$ cat config.mk
export PLATFORM = sky130hd
export DESIGN_NAME = core_debug_entry_control
export DESIGN_NICKNAME = d
export VERILOG_FILES = /design/src/rtl/dbg_entry_pkg.sv /design/src/rtl/core_debug_entry_control.sv
export VERILOG_INCLUDE_DIRS = /design/src /design/src/rtl
export SDC_FILE = /design/constraint.sdc
export NUM_CORES = 1
export LEC_CHECK = 0
export BUFFER_PORTS_ARGS = -buffer_cell sky130_fd_sc_hd__buf_2
export CORE_MARGIN = 4
export CORE_UTILIZATION = 48
export CTS_CLUSTER_SIZE = 8
export DETAILED_ROUTE_END_ITERATION = 10
export HOLD_SLACK_MARGIN = 0.08
export PLACE_DENSITY_LB_ADDON = 0.12
export SYNTH_ARGS = -nofsm -noshare
export SYNTH_HDL_FRONTEND = slang
export SYNTH_SLANG_ARGS = --single-unit
export TNS_END_PERCENT = 20
$ cat constraint.sdc
create_clock -name clk -period 2 [get_ports clk]
set_input_delay 0.1 -clock clk [delete_from_list [all_inputs] [get_ports clk]]
set_output_delay 0.1 -clock clk [all_outputs]
set_load 0.02 [all_outputs]
$ cat src/rtl/dbg_entry_defs.svh
// Constants for the debug entry and clock selection logic.
// Assumes inclusion by bare name from files in rtl/.
`ifndef DBG_ENTRY_DEFS_SVH
`define DBG_ENTRY_DEFS_SVH
// Abort cause codes held in the abort status output.
`define ABT_NONE    2'h0
`define ABT_BREAK   2'h1
`define ABT_WATCH   2'h2
`define ABT_MEMORY  2'h3
// Reset value of the core clock output and the debug clock.
`define CLK_RESET   1'h0
`endif

$ cat src/rtl/dbg_entry_pkg.sv
// Types for the debug entry and clock selection logic.
// Assumes nothing beyond a SystemVerilog compiler.
package dbg_entry_pkg;
  // Debug state machine: run, wait for instruction end, wait for the
  // memory clock fall, halted on the debug clock.
  typedef enum logic [1:0] {
    ST_RUN    = 2'b00,
    ST_PEND   = 2'b01,
    ST_SWITCH = 2'b10,
    ST_HALT   = 2'b11
  } dbg_state_t;
  // Abort cause field.
  typedef logic [1:0] abort_cause_t;
endpackage : dbg_entry_pkg
$ cat src/rtl/core_debug_entry_control.sv
// Debug entry, abort signalling and core clock selection for a core.
// Assumes clk is the memory clock source; pins tck, break, request,
// enable, mode and restart come from outside and are synchronised here.
// Behaviour
// - Halt mode breaks stop core in debug.
// - Monitor mode breaks raise aborts, interrupts continue.
// - Breakpoint, watchpoint or request activates debug.
// - Halt mode shifts scanned instructions into pipeline.
// - Monitor mode JTAG only carries monitor data.
// - Two clocks: memory clock, debug from TCK.
// - Normally memory clock runs, debug clock low.
// - Halt mode core follows debug clock.
// - Selected clock drives core clock output.
// - Monitor mode keeps memory clock, no debug.
// - Break and request enter debug; acknowledge asserted.
// - Monitor mode records abort cause in status.
// - Comparators or external flag mark breaks.
// - Flag during load/store marks watchpoint.
// - Debug request synchronised, taken at instruction end.
// - Debug state shows internal memory cycles.
// - Clock switch on next memory clock fall; the switch back to the memory clock on restart does not wait for a fall.
`include "dbg_entry_defs.svh"
module core_debug_entry_control (
  input  wire logic        clk,                   // Memory clock source.
  input  wire logic        resetn,                // Async reset, low.
  input  wire logic        tck,                   // JTAG test clock pin.
  input  wire logic        external_break_flag,   // Break pin.
  input  wire logic        debug_request_in,      // Async request pin.
  input  wire logic        debug_feature_enable,  // Debug enable pin.
  input  wire logic        monitor_mode_en,       // High for monitor mode.
  input  wire logic        restart_request,       // TAP restart level.
  input  wire logic        cmp_break_hit,         // Comparator breakpoint.
  input  wire logic        cmp_watch_hit,         // Comparator watchpoint.
  input  wire logic        fetch_execute,         // Fetched instr executes.
  input  wire logic        data_access,           // Load or store data.
  input  wire logic        instr_end,             // Instruction completes.
  input  wire logic        memory_abort,          // Genuine memory abort.
  input  wire logic        core_mreq_n,           // Core memory request.
  input  wire logic        core_seq,              // Core sequential flag.
  input  wire logic        scan_valid,            // Scanned instr ready.
  input  wire logic [31:0] scan_instr,            // Scanned instruction.
  output logic             debug_acknowledge_out, // Core in debug state.
  output logic             debug_core_clock,      // Debug clock.
  output logic             core_clock_out,        // Selected core clock.
  output logic             prefetch_abort,        // Instruction abort.
  output logic             data_abort,            // Data abort.
  output logic [1:0]       abort_status,          // Abort cause.
  output logic             memory_request_n,      // Memory request.
  output logic             sequential_cycle,      // Sequential cycle.
  output logic             irq_enable,            // Interrupts serviced.
  output logic             pipe_instr_valid,      // Instr pushed to pipe.
  output logic [31:0]      pipe_instr             // Instr for pipeline.
);

  ////////////////////////////////////////////////////////////////////////
  // Pin synchronisers.
  ////////////////////////////////////////////////////////////////////////

  logic [5:0] sync1_ff, nxt_sync1;        // First stage, feeds second only.
  logic [5:0] sync2_ff, nxt_sync2;        // Second stage, safe to use.
  logic       tck_prev_ff, nxt_tck_prev;  // Delayed test clock for edges.

  // Gather all pins into the first stage, then pass to the second.
  always_comb
  begin
    nxt_sync1 = {tck, external_break_flag, debug_request_in,
                 debug_feature_enable, monitor_mode_en, restart_request};
    nxt_sync2 = sync1_ff;
    nxt_tck_prev = sync2_ff[5];
  end

  // Register the synchroniser stages.
  always_ff @(posedge clk or negedge resetn)
  begin
    if (!resetn)
    begin
      sync1_ff    <= 6'h00;
      sync2_ff    <= 6'h00;
      tck_prev_ff <= 1'h0;
    end
    else
    begin
      sync1_ff    <= nxt_sync1;
      sync2_ff    <= nxt_sync2;
      tck_prev_ff <= nxt_tck_prev;
    end
  end

  // Synchronised test clock, break, request, enable, monitor, restart.
  logic tck_s, brk_s, req_s, en_s, mon_s, rst_s;
  logic tck_rise;  // Test clock rising edge.
  assign {tck_s, brk_s, req_s, en_s, mon_s, rst_s} = sync2_ff;
  assign tck_rise = tck_s & ~tck_prev_ff;

  ////////////////////////////////////////////////////////////////////////
  // Break detection.
  ////////////////////////////////////////////////////////////////////////

  logic brk_hit, wpt_hit;  // Breakpoint on fetch, watchpoint on data.
  // Comparators or the external flag mark either kind.
  assign brk_hit = en_s & fetch_execute & (cmp_break_hit | brk_s);
  assign wpt_hit = en_s & data_access & (cmp_watch_hit | brk_s);

  ////////////////////////////////////////////////////////////////////////
  // Debug state machine and outputs.
  ////////////////////////////////////////////////////////////////////////

  dbg_entry_pkg::dbg_state_t   state_ff, nxt_state;    // Debug state.
  logic                        mphase_ff, nxt_mphase;  // Memory clock phase.
  logic                        ack_ff, nxt_ack;        // Acknowledge.
  logic                        debug_core_clock_ff, nxt_debug_core_clock;      // Debug clock.
  logic                        cclk_ff, nxt_cclk;      // Core clock.
  logic                        pabt_ff, nxt_pabt;      // Instruction abort.
  logic                        dabt_ff, nxt_dabt;      // Data abort.
  dbg_entry_pkg::abort_cause_t abt_ff, nxt_abt;        // Abort cause.
  logic                        mreq_n_ff, nxt_mreq_n;  // Memory request.
  logic                        seq_ff, nxt_seq;        // Sequential out.
  logic                        irq_ff, nxt_irq;        // Interrupt enable.
  logic                        piv_ff, nxt_piv;        // Pipe instr valid.
  logic [31:0]                 pi_ff, nxt_pi;          // Pipe instruction.
  logic                        mfall;                  // Memory clock falls.
  logic                        in_dbg;                 // Core in debug.

  assign mfall  = mphase_ff;
  assign in_dbg = (state_ff == dbg_entry_pkg::ST_SWITCH) ||
                  (state_ff == dbg_entry_pkg::ST_HALT);

  // Compute next state, clocks, aborts and memory interface flags.
  always_comb
  begin
    nxt_state  = state_ff;
    nxt_mphase = ~mphase_ff;
    nxt_pabt   = 1'h0;
    nxt_dabt   = 1'h0;
    nxt_abt    = abt_ff;
    nxt_piv    = 1'h0;
    nxt_pi     = pi_ff;
    unique case (state_ff)
      dbg_entry_pkg::ST_RUN:
      begin
        if (mon_s)
        begin
          // Monitor mode aborts and records why; no debug state.
          nxt_pabt = brk_hit;
          nxt_dabt = wpt_hit;
          if (brk_hit)
            nxt_abt = `ABT_BREAK;
          else if (wpt_hit)
            nxt_abt = `ABT_WATCH;
          else if (memory_abort)
            nxt_abt = `ABT_MEMORY;
        end
        else if (brk_hit)
          // A breakpointed instruction is not executed.
          nxt_state = dbg_entry_pkg::ST_SWITCH;
        else if (wpt_hit || (en_s && req_s))
          // Watchpoints and requests wait for the instruction to end.
          nxt_state = instr_end ? dbg_entry_pkg::ST_SWITCH
                                : dbg_entry_pkg::ST_PEND;
      end
      dbg_entry_pkg::ST_PEND:
      begin
        if (instr_end)
          nxt_state = dbg_entry_pkg::ST_SWITCH;
      end
      dbg_entry_pkg::ST_SWITCH:
      begin
        // Hand the core over at the next memory clock fall.
        if (mfall)
          nxt_state = dbg_entry_pkg::ST_HALT;
      end
      dbg_entry_pkg::ST_HALT:
      begin
        // Scanned instructions enter on the debug clock rise.
        if (tck_rise && scan_valid)
        begin
          nxt_piv = 1'h1;
          nxt_pi  = scan_instr;
        end
        if (rst_s)
          nxt_state = dbg_entry_pkg::ST_RUN;
      end
    endcase
    nxt_ack  = (nxt_state == dbg_entry_pkg::ST_SWITCH) ||
               (nxt_state == dbg_entry_pkg::ST_HALT);
    // Debug clock held low unless halted.
    nxt_debug_core_clock = (nxt_state == dbg_entry_pkg::ST_HALT) ? tck_s
                                                     : 1'h0;
    nxt_cclk = (nxt_state == dbg_entry_pkg::ST_HALT) ? tck_s
                                                     : nxt_mphase;
    // Debug state hides the core from memory with internal cycles.
    nxt_mreq_n = nxt_ack ? 1'h1 : core_mreq_n;
    nxt_seq    = nxt_ack ? 1'h0 : core_seq;
    nxt_irq    = ~nxt_ack;
  end

  // Register state and outputs.
  always_ff @(posedge clk or negedge resetn)
  begin
    if (!resetn)
    begin
      state_ff  <= dbg_entry_pkg::ST_RUN;
      mphase_ff <= 1'h0;
      ack_ff    <= 1'h0;
      debug_core_clock_ff   <= `CLK_RESET;
      cclk_ff   <= `CLK_RESET;
      pabt_ff   <= 1'h0;
      dabt_ff   <= 1'h0;
      abt_ff    <= `ABT_NONE;
      mreq_n_ff <= 1'h1;
      seq_ff    <= 1'h0;
      irq_ff    <= 1'h1;
      piv_ff    <= 1'h0;
      pi_ff     <= 32'h00000000;
    end
    else
    begin
      state_ff  <= nxt_state;
      mphase_ff <= nxt_mphase;
      ack_ff    <= nxt_ack;
      debug_core_clock_ff   <= nxt_debug_core_clock;
      cclk_ff   <= nxt_cclk;
      pabt_ff   <= nxt_pabt;
      dabt_ff   <= nxt_dabt;
      abt_ff    <= nxt_abt;
      mreq_n_ff <= nxt_mreq_n;
      seq_ff    <= nxt_seq;
      irq_ff    <= nxt_irq;
      piv_ff    <= nxt_piv;
      pi_ff     <= nxt_pi;
    end
  end

  assign debug_acknowledge_out = ack_ff;
  assign debug_core_clock      = debug_core_clock_ff;
  assign core_clock_out        = cclk_ff;
  assign prefetch_abort        = pabt_ff;
  assign data_abort            = dabt_ff;
  assign abort_status          = abt_ff;
  assign memory_request_n      = mreq_n_ff;
  assign sequential_cycle      = seq_ff;
  assign irq_enable            = irq_ff;
  assign pipe_instr_valid      = piv_ff;
  assign pipe_instr            = pi_ff;
endmodule : core_debug_entry_control

==> insert_results.sql <==
INSERT INTO impl_metrics (metric_group, metric, value, unit) VALUES
('timing', 'timing_worst_slew_pin_value', '0.6848', 'ns'),
('logic_synthesis', 'seq_area_frac_synth', '63.89', '%'),
('clock_network', 'cts_root_buf', 'clkbuf_8', ''),
('pwr', 'netSwitchingFraction', '33.61', '%'),
('pwr', 'clock_power_share', '24.2', '%'),
('route', 'avgViaCountPerCell', '4.841', ''),
('route', 'drt_iter0_markers', '82', ''),
('global_routing', 'globalRoute.totalOverflow', '0', ''),
('timing', 'final_hold_viol_count', '0', ''),
('finish', 'ant_diodes', '0', ''),
('global_routing', 'via_count_of_the_first_global_routing_pass', '1749', ''),
('job', 'maxCapViolations', '0', ''),
('route', 'post_drt_wl_per_cell', '14.75', 'µm'),
('timing', 'relSlewSlack', '54.35', '%'),
('finish', 'nNetsFinal', '330', ''),
('logic_synthesis', 'ys_types', '31', ''),
('clock_network', 'clk_latency', '0.32', 'ns'),
('pwr', 'power.sequential.fraction', '38.4', '%'),
('timing', 'post-route-period-util', '89.83', '%'),
('placed_design', 'gp_routability_congestion', '0.7384', ''),
('placed_design', 'placement.io_buffers', '91', ''),
('clock_network', 'clock_tree_from_tritoncts', 'yes', ''),
('pwr', 'combPwrFrac', '37.3', '%'),
('finish', 'layout_common_cells', 'buf_2, dfrtp_1, dlygate4sd3_1', ''),
('timing', 'rsz0062_at_grt', 'no', ''),
('critical_path', 'crit_arrival', '1.99', 'ns'),
('status', 'status', 'completed', ''),
('logic_synthesis', 'synth-seq-cells', '59', ''),
('min_path', 'holdCritPathClass', 'in2reg', ''),
('logic_synthesis', 'mappedNetlistNets', '188', ''),
('die', 'die_extent_in_y', '77.45', 'µm'),
('die', 'placementRows', '25', ''),
('global_routing', 'grt_max_degree', '32', ''),
('timing', 'setup-tns-final', '0', 'ns'),
('clock_network', 'cts_resized', '0', ''),
('critical_path', 'worst_setup_path_start_kind', 'flip-flop', ''),
('finish', 'layout_commonest_cell', 'buf_2', ''),
('pwr', 'power.static_leakage', '1.866', 'nW'),
('finish', 'area_growth', '48.65', '%'),
('placed_design', 'post-dp-hpwl', '3.294', 'mm'),
('global_routing', 'antenna_found_initial', '0', ''),
('timing', 'setup_viol_count_final', '0', ''),
('logic_synthesis', 'number_of_cells_produced_by_synthesis', '139', ''),
('die', 'fp.coreArea', '4692', 'µm²'),
('clock_network', 'tritoncts.num_buffers', '9', ''),
('pwr', 'p_sw', '1.647', 'mW'),
('die', 'chipWidth', '77.45', 'µm'),
('clock_network', 'clk_transition_reported_paths', '0.06', 'ns'),
('critical_path', 'worst_ep_required_time', '2.20', 'ns'),
('die', 'die_area', '5998', 'µm²'),
('critical_path', 'worstPathMaxFanout', '23', ''),
('pwr', 'totalPowerFinal', '4.900', 'mW'),
('clock_network', 'ctsHoldBuffers', '42', ''),
('timing', 'final.setup_skew', '0.01325', 'ns'),
('critical_path', 'end_kind', 'flip-flop', ''),
('pwr', 'vdd_drop_max', '979.2', 'µV'),
('global_routing', 'grt_first_pass_wirelength', '8.155', 'mm'),
('route', 'drt_pre_antenna_iters', '4', ''),
('logic_synthesis', 'ys_warns', '0', ''),
('die', 'floorplan.io_pins', '92', ''),
('critical_path', 'setup.worst_path.class', 'reg2reg', ''),
('route', 'ant_nets', '0', ''),
('logic_synthesis', 'syn_area', '2315', 'µm²'),
('clock_network', 'post_cts.repair.setup_buffers', '0', ''),
('clock_network', 'htree_levels', '3', ''),
('clock_network', 'clockBufferDepth', '2', ''),
('clock_network', 'clock-sinks', '59', ''),
('logic_synthesis', 'syn-mean-instance-area', '16.65', 'µm²'),
('timing', 'max_clock_freq', '556.6', 'MHz'),
('die', 'initial_utilization', '49.33', '%'),
('placed_design', 'dpl_cell_area', '2794', 'µm²'),
('timing', 'min_period', '1.797', 'ns'),
('pwr', 'internal-power', '3.253', 'mW'),
('pwr', 'power-per-cell-area', '1424', 'nW/µm²'),
('route', 'routed_vias', '1646', ''),
('finish', 'design_area', '3441', 'µm²'),
('timing', 'slew_viol_final', '0', ''),
('route', 'drt-total-wl', '5.014', 'mm'),
('route', 'remaining_drc_errors', '0', ''),
('finish', 'final_layout_size_suffix_gt1_share', '52.10', '%'),
('global_routing', 'track_usage', '17.47', '%');
==> metrics by stage <==
| step | utilization (%) | cells | setup slack, ns | hold WS, ns |
|---|---|---|---|---|
| final | 73.33 | 340 | 0.2033 | 0.1340 |
| after global routing | 73.33 | 340 | 0.1111 | 0.1378 |
| after CTS | 73.33 | 340 | 0.2009 | 0.1163 |
| after detailed placement | 59.55 | 282 | 0.2050 | 0.1775 |
| after global placement | 59.55 | 282 | 0.2596 | 0.1646 |
| after floorplan | - | 139 | 0.4629 | -0.1956 |
==> metal layers <==
metal / part of all wire (%) / track usage [%] / up-vias
met2: 52 / 29.88 / 58
met1: 42 / 21.11 / 806
met4: 0.62 / 6.406 / 0
met3: 5.6 / 4.756 / 5
met5: 0 / 0 / -
li1: - / - / 777
==> cells in the mapped netlist <==
master / count / area share (%)
nand2_1: 3 / 0.49
a22oi_1: 4 / 1.3
a32oi_1: 1 / 0.38
buf_2: 1 / 0.22
and3_1: 3 / 0.81
and2_1: 1 / 0.27
a22o_1: 1 / 0.38
a21oi_1: 1 / 0.22
mux2i_1: 1 / 0.43
dfstp_2: 2 / 2.3
o2111ai_1: 1 / 0.38
dfrtp_1: 57 / 62
o31ai_1: 2 / 0.65
nor3_1: 2 / 0.43
nand2_4: 1 / 0.49
or3_1: 1 / 0.27
and3b_2: 1 / 0.43
o211a_1: 1 / 0.43
nor3b_1: 1 / 0.32
nor2_1: 3 / 0.49
a32o_1: 1 / 0.43
buf_6: 2 / 0.97
inv_1: 5 / 0.81
buf_12: 3 / 2.6
o21ai_0: 1 / 0.22
mux2_4: 29 / 19
a21o_1: 1 / 0.32
a211oi_1: 1 / 0.32
mux2_2: 4 / 1.9
o211ai_1: 3 / 0.97
o21a_1: 1 / 0.32
==> worst paths after layout <==
| check | start | end | slack, ns | cells after the start |
|---|---|---|---|---|
| setup / recovery | state_ff[1]$_DFF_PN0_ | pipe_instr[13]$_DFFE_PN0P_ | 0.20 | 4 |
| hold / removal | memory_abort | abort_status[0]$_DFFE_PN0P_ | 0.13 | 3 |
| setup reg to reg | state_ff[1]$_DFF_PN0_ | pipe_instr[13]$_DFFE_PN0P_ | 0.20 | 4 |
| hold reg to reg | nxt_sync2[1]$_DFF_PN0_ | sync2_ff[1]$_DFF_PN0_ | 0.35 | 0 |
| max in group asynchronous | resetn | pipe_instr[8]$_DFFE_PN0P_ | 1.05 | 3 |
| min in group asynchronous | resetn | nxt_sync2[2]$_DFF_PN0_ | 0.35 | 2 |
==> power groups by stage <==
stage	Combinational, mW	Sequential, mW	Clock [mW]
after floorplan	0.738	2.34	0
after global placement	1.73	1.87	0
after detailed placement	1.78	1.88	0
after CTS	1.83	1.88	1.22
after global routing	1.94	1.94	1.27
final	1.83	1.88	1.19
==> sequential cells by signal, summed over array words and instances (netlist names) <==
register and count:
sync2_ff 6, irq_enable 1, tck_prev_ff 1, memory_request_n 1, nxt_sync2 6, pipe_instr 32
mfall 1, core_clock_out 1, debug_acknowledge_out 1, abort_status 2, sequential_cycle 1, data_abort 1
pipe_instr_valid 1, prefetch_abort 1, debug_core_clock 1, state_ff 2
==> critical path: stages (launching register included) <==
cell     delay (ns)
dfrtp_1        0.52
nand2_4        0.07
or3_2          0.46
buf_4          0.28
mux2_4         0.34
==> cell type report <==
type	instances	area (µm²)
Tap cell	54	67.56
Multi-Input combinational cell	69	730.7
Inverter	5	18.77
Sequential cell	59	1479
Clock buffer	10	137.6
Timing Repair Buffer	137	918.4
Fill cell	321	1251
Clock inverter	6	88.84
==> kinds of logic after synthesis <==
group / Yosys count / synth area share [%]
DFF: 59 / 63.89
muxes: 34 / 21.19
buffers and inverters: 11 / 4.595
and+or+nand+nor: 16 / 4.000
AOI/OAI and AO/OA: 19 / 6.324
Power figures use the tool's default switching activity.
